### src/core/sls_map.vh
`ifndef SLS_MAP_VH
`define SLS_MAP_VH
// ****************************************
// Register byte offsets
// ****************************************
`define SLS_OFF_CTRL      12'h000
`define SLS_OFF_C1_UPPER  12'h004
`define SLS_OFF_C1_LOWER  12'h008
`define SLS_OFF_C2_UPPER  12'h00c
`define SLS_OFF_C2_LOWER  12'h010
`define SLS_OFF_C2_SOURCE 12'h014
`define SLS_OFF_STATUS    12'h018
`define SLS_OFF_IRQ_STAT  12'h01c
`define SLS_OFF_IRQ_MASK  12'h020
`define SLS_OFF_PTR_VALUE 12'h024
// ****************************************
// Control fields
// ****************************************
`define SLS_CTRL_C1_LSB   0
`define SLS_CTRL_C2_LSB   4
`define SLS_MODE_W        3
// ****************************************
// Modes
// ****************************************
`define SLS_MODE_OFF      3'h0
`define SLS_MODE_LOW      3'h1
`define SLS_MODE_HIGH     3'h2
`define SLS_MODE_ABS_LOW  3'h3
`define SLS_MODE_ABS_HIGH 3'h4
// ****************************************
// Source selector codes
// ****************************************
`define SLS_SRC_SPEED_RPM   32'h40000101
`define SLS_SRC_SPEED_PCT   32'h40000102
`define SLS_SRC_FREQ        32'h40000103
`define SLS_SRC_CURRENT     32'h40000104
`define SLS_SRC_CURRENT_PCT 32'h40000105
`define SLS_SRC_TORQUE      32'h40000106
`define SLS_SRC_DC_VOLT     32'h40000107
`define SLS_SRC_PWR_INV     32'h40000116
`define SLS_SRC_PWR_MOTOR   32'h40000117
`define SLS_SRC_SREF_PRE    32'h40000303
`define SLS_SRC_SREF_POST   32'h40000305
`define SLS_SRC_SREF_APPL   32'h40000306
`define SLS_SRC_TREF_APPL   32'h4000030e
`define SLS_SRC_PROC_ACT    32'h40000403
`define SLS_SRC_PROC_LOOP   32'h40000405
// ****************************************
// Reset values
// ****************************************
`define SLS_RST_ZERO32    32'h00000000
`define SLS_RST_SOURCE    32'h40000101
`endif

### src/core/sls_channel.v
`timescale 1ns/10ps
`include "sls_map.vh"
// One hysteresis comparator channel
module sls_channel #(
  parameter W = 32
) (
  input  wire                   mclk,        // Clock
  input  wire                   rst,         // Async reset, high
  input  wire [`SLS_MODE_W-1:0] mode,        // Supervision mode
  input  wire signed [W-1:0]    value,       // Monitored value
  input  wire signed [W-1:0]    upper,       // Upper limit
  input  wire signed [W-1:0]    lower,       // Lower limit
  output reg                    flag_q       // Supervision status bit
);
  reg  signed [W:0] val_x;
  reg               flag_d;
  wire signed [W:0] up_x = {upper[W-1], upper};
  wire signed [W:0] lo_x = {lower[W-1], lower};

  always @* begin
    val_x  = {value[W-1], value};
    if ((mode == `SLS_MODE_ABS_LOW || mode == `SLS_MODE_ABS_HIGH) && value[W-1]) begin
      val_x = -val_x;
    end
    flag_d = flag_q;
    case (mode)
      `SLS_MODE_LOW, `SLS_MODE_ABS_LOW: begin
        if (val_x < lo_x)
          flag_d = 1'b1;
        else if (val_x > up_x)
          flag_d = 1'b0;
      end
      `SLS_MODE_HIGH, `SLS_MODE_ABS_HIGH: begin
        if (val_x > up_x)
          flag_d = 1'b1;
        else if (val_x < lo_x)
          flag_d = 1'b0;
      end
      default: flag_d = 1'b0;
    endcase
  end

  always @(posedge mclk or posedge rst) begin
    if (rst)
      flag_q <= 1'b0;
    else
      flag_q <= flag_d;
  end
endmodule

### src/core/sls_top.v
// Summary of operation
// - Channel 2 selects its monitored drive signal
// - Each source has a fixed selector code
// - Channel 1 signed upper limit, hundredths scale
// - Channel 1 signed lower limit, hundredths scale
// - Mode 0 disables supervision
// - Low: set below lower, clear above upper
// - High: set above upper, clear below lower
// - Abs low: magnitude below lower sets
// - Abs high: magnitude above upper sets
// - Channel 1 same modes, status bit 0
// - Channel 2 signed limits, hundredths scale
`timescale 1ns/10ps
`include "sls_map.vh"
module sls_top #(
  parameter W = 32
) (
  input  wire              mclk,               // 200 MHz clock
  input  wire              rst,                // Async reset, high
  input  wire              psel,               // APB select
  input  wire              penable,            // APB enable
  input  wire              pwrite,             // APB write
  input  wire [11:0]       paddr,              // APB byte address
  input  wire [31:0]       pwdata,             // APB write data
  output reg  [31:0]       prdata,             // APB read data
  output reg               pready,             // APB ready
  output reg               pslverr,            // APB error
  input  wire [W-1:0]      chan1_value,        // Channel 1 monitored value
  input  wire [W-1:0]      motor_speed_rpm,    // Source signals, hundredths
  input  wire [W-1:0]      motor_speed_pct,    // Source
  input  wire [W-1:0]      output_freq,        // Source
  input  wire [W-1:0]      motor_current,      // Source
  input  wire [W-1:0]      motor_current_pct,  // Source
  input  wire [W-1:0]      motor_torque,       // Source
  input  wire [W-1:0]      dc_link_voltage,    // Source
  input  wire [W-1:0]      inverter_power,     // Source
  input  wire [W-1:0]      motor_power,        // Source
  input  wire [W-1:0]      speed_ref_before_ramp, // Source
  input  wire [W-1:0]      speed_ref_after_ramp,  // Source
  input  wire [W-1:0]      speed_ref_applied,  // Source
  input  wire [W-1:0]      torque_ref_applied, // Source
  input  wire [W-1:0]      process_actual,     // Source
  input  wire [W-1:0]      process_loop_output, // Source
  output reg  [1:0]        superv_status,      // Supervision status word
  output reg               irq                 // Level interrupt
);
  // ****************************************
  // Configuration registers
  // ****************************************
  reg  [`SLS_MODE_W-1:0] chan1_mode_select;
  reg  [`SLS_MODE_W-1:0] chan2_mode_select;
  reg  [W-1:0]           chan1_upper_limit;
  reg  [W-1:0]           chan1_lower_limit;
  reg  [W-1:0]           chan2_upper_limit;
  reg  [W-1:0]           chan2_lower_limit;
  reg  [31:0]            chan2_source_select;
  reg  [W-1:0]           pointer_value_q;
  reg  [1:0]             irq_stat_q;
  reg  [1:0]             irq_mask_q;
  reg  [W-1:0]           chan2_value_q;
  reg  [W-1:0]           chan2_value_d;
  reg  [1:0]             flag_prev_q;
  reg  [31:0]            rdata_d;
  reg                    err_d;
  wire                   chan1_flag;
  wire                   chan2_flag;
  wire [1:0]             flags;
  wire                   wr_en;
  wire                   access;

  assign access = psel & penable & pready;
  assign wr_en  = access & pwrite;
  assign flags  = {chan2_flag, chan1_flag};

  // ****************************************
  // APB slave: one wait state per access
  // ****************************************
  always @(posedge mclk or posedge rst) begin
    if (rst)
      pready <= 1'b0;
    else
      pready <= psel & penable & ~pready;
  end

  always @* begin
    rdata_d = `SLS_RST_ZERO32;
    err_d   = 1'b0;
    case (paddr)
      `SLS_OFF_CTRL: begin
        rdata_d[`SLS_CTRL_C1_LSB +: `SLS_MODE_W] = chan1_mode_select;
        rdata_d[`SLS_CTRL_C2_LSB +: `SLS_MODE_W] = chan2_mode_select;
      end
      `SLS_OFF_C1_UPPER:  rdata_d = chan1_upper_limit;
      `SLS_OFF_C1_LOWER:  rdata_d = chan1_lower_limit;
      `SLS_OFF_C2_UPPER:  rdata_d = chan2_upper_limit;
      `SLS_OFF_C2_LOWER:  rdata_d = chan2_lower_limit;
      `SLS_OFF_C2_SOURCE: rdata_d = chan2_source_select;
      `SLS_OFF_STATUS:    rdata_d[1:0] = superv_status;
      `SLS_OFF_IRQ_STAT:  rdata_d[1:0] = irq_stat_q;
      `SLS_OFF_IRQ_MASK:  rdata_d[1:0] = irq_mask_q;
      `SLS_OFF_PTR_VALUE: rdata_d = pointer_value_q;
      default:            err_d = 1'b1;
    endcase
  end

  always @(posedge mclk or posedge rst) begin
    if (rst) begin
      prdata  <= `SLS_RST_ZERO32;
      pslverr <= 1'b0;
    end else if (psel & penable & ~pready) begin
      prdata  <= pwrite ? `SLS_RST_ZERO32 : rdata_d;
      pslverr <= err_d;
    end else begin
      prdata  <= `SLS_RST_ZERO32;
      pslverr <= 1'b0;
    end
  end

  // ****************************************
  // Register writes
  // ****************************************
  always @(posedge mclk or posedge rst) begin
    if (rst) begin
      chan1_mode_select   <= `SLS_MODE_OFF;
      chan2_mode_select   <= `SLS_MODE_OFF;
      chan1_upper_limit   <= `SLS_RST_ZERO32;
      chan1_lower_limit   <= `SLS_RST_ZERO32;
      chan2_upper_limit   <= `SLS_RST_ZERO32;
      chan2_lower_limit   <= `SLS_RST_ZERO32;
      chan2_source_select <= `SLS_RST_SOURCE;
      pointer_value_q     <= `SLS_RST_ZERO32;
      irq_mask_q          <= 2'h0;
    end else if (wr_en) begin
      case (paddr)
        `SLS_OFF_CTRL: begin
          chan1_mode_select <= pwdata[`SLS_CTRL_C1_LSB +: `SLS_MODE_W];
          chan2_mode_select <= pwdata[`SLS_CTRL_C2_LSB +: `SLS_MODE_W];
        end
        `SLS_OFF_C1_UPPER:  chan1_upper_limit   <= pwdata[W-1:0];
        `SLS_OFF_C1_LOWER:  chan1_lower_limit   <= pwdata[W-1:0];
        `SLS_OFF_C2_UPPER:  chan2_upper_limit   <= pwdata[W-1:0];
        `SLS_OFF_C2_LOWER:  chan2_lower_limit   <= pwdata[W-1:0];
        `SLS_OFF_C2_SOURCE: chan2_source_select <= pwdata;
        `SLS_OFF_IRQ_MASK:  irq_mask_q          <= pwdata[1:0];
        `SLS_OFF_PTR_VALUE: pointer_value_q     <= pwdata[W-1:0];
        default: ;
      endcase
    end
  end

  // ****************************************
  // Channel 2 source selection
  // ****************************************
  always @* begin
    case (chan2_source_select)
      `SLS_SRC_SPEED_RPM:   chan2_value_d = motor_speed_rpm;
      `SLS_SRC_SPEED_PCT:   chan2_value_d = motor_speed_pct;
      `SLS_SRC_FREQ:        chan2_value_d = output_freq;
      `SLS_SRC_CURRENT:     chan2_value_d = motor_current;
      `SLS_SRC_CURRENT_PCT: chan2_value_d = motor_current_pct;
      `SLS_SRC_TORQUE:      chan2_value_d = motor_torque;
      `SLS_SRC_DC_VOLT:     chan2_value_d = dc_link_voltage;
      `SLS_SRC_PWR_INV:     chan2_value_d = inverter_power;
      `SLS_SRC_PWR_MOTOR:   chan2_value_d = motor_power;
      `SLS_SRC_SREF_PRE:    chan2_value_d = speed_ref_before_ramp;
      `SLS_SRC_SREF_POST:   chan2_value_d = speed_ref_after_ramp;
      `SLS_SRC_SREF_APPL:   chan2_value_d = speed_ref_applied;
      `SLS_SRC_TREF_APPL:   chan2_value_d = torque_ref_applied;
      `SLS_SRC_PROC_ACT:    chan2_value_d = process_actual;
      `SLS_SRC_PROC_LOOP:   chan2_value_d = process_loop_output;
      default:              chan2_value_d = pointer_value_q;
    endcase
  end

  always @(posedge mclk or posedge rst) begin
    if (rst)
      chan2_value_q <= `SLS_RST_ZERO32;
    else
      chan2_value_q <= chan2_value_d;
  end

  // ****************************************
  // Comparator channels
  // ****************************************
  sls_channel #(
    .W (W)
  ) u_chan1 (
    .mclk   (mclk),
    .rst    (rst),
    .mode   (chan1_mode_select),
    .value  (chan1_value),
    .upper  (chan1_upper_limit),
    .lower  (chan1_lower_limit),
    .flag_q (chan1_flag)
  );

  sls_channel #(
    .W (W)
  ) u_chan2 (
    .mclk   (mclk),
    .rst    (rst),
    .mode   (chan2_mode_select),
    .value  (chan2_value_q),
    .upper  (chan2_upper_limit),
    .lower  (chan2_lower_limit),
    .flag_q (chan2_flag)
  );

  // ****************************************
  // Status word and interrupts
  // ****************************************
  always @(posedge mclk or posedge rst) begin
    if (rst) begin
      superv_status <= 2'h0;
      flag_prev_q   <= 2'h0;
      irq_stat_q    <= 2'h0;
      irq           <= 1'b0;
    end else begin
      superv_status <= flags;
      flag_prev_q   <= flags;
      // Rising status edges set sticky bits; set wins over clear
      irq_stat_q    <= (irq_stat_q & ~((wr_en && paddr == `SLS_OFF_IRQ_STAT) ? pwdata[1:0] : 2'h0))
                       | (flags & ~flag_prev_q);
      irq           <= |(irq_stat_q & irq_mask_q);
    end
  end
endmodule

### config.mk
export PLATFORM = sky130hd
export DESIGN_NAME = sls_top
export DESIGN_NICKNAME = d
export VERILOG_FILES = /design/src/core/sls_channel.v /design/src/core/sls_top.v
export VERILOG_INCLUDE_DIRS = /design/src /design/src/core
export SDC_FILE = /design/constraint.sdc
export NUM_CORES = 1
export LEC_CHECK = 0
export BUFFER_PORTS_ARGS = -buffer_cell sky130_fd_sc_hd__clkbuf_2
export CAP_MARGIN = 20
export CORE_AREA = 2 2 235 237
export CTS_CLUSTER_SIZE = 8
export DETAILED_ROUTE_END_ITERATION = 10
export DIE_AREA = 0 0 237 239
export GPL_ROUTABILITY_DRIVEN = 0
export GPL_TIMING_DRIVEN = 0
export HOLD_SLACK_MARGIN = 0.06
export PLACE_DENSITY_LB_ADDON = 0.15
export REMOVE_ABC_BUFFERS = 1
export SYNTH_ARGS = -nofsm -noshare
export SYNTH_HDL_FRONTEND = slang
export SYNTH_SLANG_ARGS = --single-unit
### constraint.sdc
create_clock -name mclk -period 9.45 [get_ports mclk]
set_input_delay 0.945 -clock mclk [delete_from_list [all_inputs] [get_ports mclk]]
set_output_delay 0.945 -clock mclk [all_outputs]
set_load 0.1 [all_outputs]
==> reports/results.ini <==
[clock_network]
numCtsBuffers=40
path_clk_slew_ns=0.05
cts_tree=built
clock_latency_ns=0.55
post_cts.repair.setup_buffers=0
clk_path_buf_depth=3
cts_hold_buffers=0
cts_root_buffer=clkbuf_16
clkSinkCount=273
postCtsResizedCells=0
cts_max_level=2

[synth]
synth-edff-count=0
synth_fa_ha_area_share_pct=8.99
synth_compound_area_share_pct=23.2
yosysTopAreaCell=dfrtp_1
synth_top_cell_area_share_pct=36.8
synth_top_family_by_area=compound AO/OA/AOI/OAI gates
syn_avg_cell_area_um2=9.70
async_flop_share_pct=100
synthTopCellsByArea=dfrtp_1 (37%), ha_1 (9.0%), mux2_2 (7.2%)
synth.area.mux_share_pct=9.28
ys_seq_area_share_pct=37.2
synth_cell_type_count=77
synth_flop_cell=dfrtp_1
ys_warn_count=0
synth_xor_area_share_pct=2.81
yosys.area_share.simple_pct=13.0
syn_area_um2=18400
yosys_register_bits=273
synthCells=1895

[floorplan]
start_util_pct=33.8
core-area_um2=54300
io_pins=598
die_w_um=237
dieArea_um2=56600
std_cell_rows=86
die_h_um=239

[critical_path]
critPathKind=reg -> reg
crit_required_ns=9.88
cp_data_arrival_time_ns=5.59
startpoint_type=flip-flop
endpoint_kind=flip-flop
critPathMaxFanout=5

[layout]
nets=3158
final_area_um2=23800
area_growth_pct=29.5
drive_above_1_share_pct=34.7
fillers=5273
utilization_pct=43.8

[place]
place_area_um2=22600
pre_cts_slack_ns=3.89
io_buffers=597
hpwl_um=76900

[drt]
wire_per_inst_um=29.1
first_pass_iters=10
routed-via-count=19200
drt-initial-drc-count=1947
routed_wl_um=93400
via_per_inst=5.99
drc=0
ant_nets=0

[power]
internal_power_mw=2.09
pwr_density_cell_nw_per_um2=116
power_leakage_nw=11.4
p_comb_share_pct=8.9
p_sw_mw=0.672
p_seq_share_pct=42.5
pwr-share-clk_pct=48.6
ir_drop_uv=105
swShare_pct=24.4

[sta]
setup_viol=0
tightest_slew_ns=1.34
finalCritPeriodShare_pct=54.6
finalCriticalPeriod_ns=5.16
skew_ns=0.0267
max_freq_mhz=194
rsz0062_at_grt=false
finalHoldViolCount=0
slew_violations=0
maxSlewHeadroom_pct=10.3
fin_ws_ns=4.29

[global_route]
grt_max_degree=106
grt-ovfl-total=0
grt.total_usage_pct=32.2
antenna_found_initial=25
grt_pass1_vias=19100
grt_pass1_wl_um=133000

[hold_path]
min_path_type=in -> async

[job]
cap_violations=0

[run_status]
outcome=finished, final reports clean

worst max-delay path, cell delays in order (launching register included):
cell       delay, ns
dfrtp_1         0.42
or4_4           0.57
nor3_4          0.28
nand4b_1        0.20
or4_4           0.47
nand2b_4        0.18
o21ai_2         0.21
o21ai_1         0.10
xor2_1          0.34
ha_1            0.33
a21o_1          0.21
a2111oi_0       0.52
o21ai_0         0.21
a211o_1         0.30
o21ai_0         0.39
a22oi_1         0.15
o21bai_1        0.18
layout by cell type, fill, tap and decap left out, types with 22 or more instances in the layout:
cell,count
ha_1,132
a21oi_1,70
clkbuf_1,22
dfrtp_1,270
o21ai_0,100
clkbuf_2,597
nor2_1,43
a221oi_1,65
clkbuf_16,41
nand3_1,44
a22oi_1,109
nand2_1,169
o21a_1,33
mux2_1,30
a222oi_1,77
mux2_2,118
a31oi_1,38
xor2_1,22
nand4_1,56
xnor2_1,37
inv_1,141
a22o_1,36
power by group through the flow:
stage / clock (mW) / sequential [mW] / combinational [mW]
floorplan: 0 / 1.20 / 0.0572
global placement: 0 / 1.19 / 0.232
detailed placement: 0 / 1.19 / 0.241
CTS: 1.36 / 1.17 / 0.242
global route: 1.41 / 1.17 / 0.264
finish: 1.34 / 1.17 / 0.244
per-stage QoR:
stage	power [mW]	TNS [ns]	instances	hold slack (ns)
after floorplan	1.25	0	1782	0.387
after global placement	1.43	-605.37	3083	0.419
after detailed placement	1.43	0	3127	0.424
after CTS	2.78	0	3194	0.452
after global routing	2.85	0	3206	0.469
final	2.76	0	3213	0.423
synth_stat cells (5+ instances only):
master,count
a221oi_1,65
nor2b_1,9
nand4_1,56
and2_1,11
a2111oi_0,5
inv_1,142
a21oi_1,70
nand3_1,44
mux2_1,30
buf_1,7
buf_2,35
a31oi_1,38
xor2_1,22
o21a_1,33
o31ai_1,10
nor4_2,6
nor4_1,19
xnor2_1,37
a22oi_1,109
mux2_2,118
nor2_1,48
clkbuf_1,68
a211oi_1,8
a222oi_1,77
nor3_1,16
and3_1,9
dfrtp_1,270
nor3_2,7
ha_1,132
a22o_1,36
nand2_1,171
o21ai_0,100
metal layers:
metal | routed length (um) | vias to the layer above | GRT usage, %
met3 | 8160 | 176 | 7.88
met1 | 39300 | 9568 | 42.7
li1 | - | 8470 | -
met2 | 42900 | 1003 | 51.9
met4 | 2880 | 14 | 9.82
met5 | 99 | - | 0
sequential cells by signal, indices dropped and copies added, names as in the netlist, 2 cells and up:
| signal | count |
|---|---|
| prdata | 32 |
| flag_prev_q | 2 |
| chan2_value_q | 32 |
| irq_mask_q | 2 |
| chan2_upper_limit | 32 |
| irq_stat_q | 2 |
| chan1_upper_limit | 32 |
| chan2_mode_select | 3 |
| chan2_lower_limit | 32 |
| chan1_lower_limit | 32 |
| pointer_value_q | 32 |
| chan2_source_select | 32 |
| chan1_mode_select | 3 |
logic make-up after synthesis:
kind of cell,after synthesis
mux,152
simple gates,442
buf+inv,255
compound gates,582
fa+ha+maj,132
xor+xnor,59
flops,273
cell type report:
class / count / area, um^2 / area share [%]
clock inverter: 3 / 25.0 / 0.105
inverter: 142 / 541 / 2.27
multi-input combinational: 1367 / 10700 / 44.9
clock buffer: 64 / 1120 / 4.71
tap: 704 / 881 / 3.70
timing repair buffer: 641 / 3670 / 15.4
antenna: 19 / 47.5 / 0.200
sequential: 273 / 6840 / 28.7
worst paths after layout:
check | from | endpoint | slack (ns) | cells after the start
min in group mclk | u_chan1.flag_q | flag_prev_q[0] | 0.45 | 0
worst max-delay path | chan2_value_q[4] | u_chan2.flag_q | 4.29 | 16
max in group asynchronous | rst | chan2_upper_limit[24] | 7.63 | 4
worst max register to register | chan2_value_q[4] | u_chan2.flag_q | 4.29 | 16
worst min register to register | u_chan1.flag_q | flag_prev_q[0] | 0.45 | 0
worst min-delay path | rst | prdata[0] | 0.42 | 2
(Power assumes the default switching activity.)
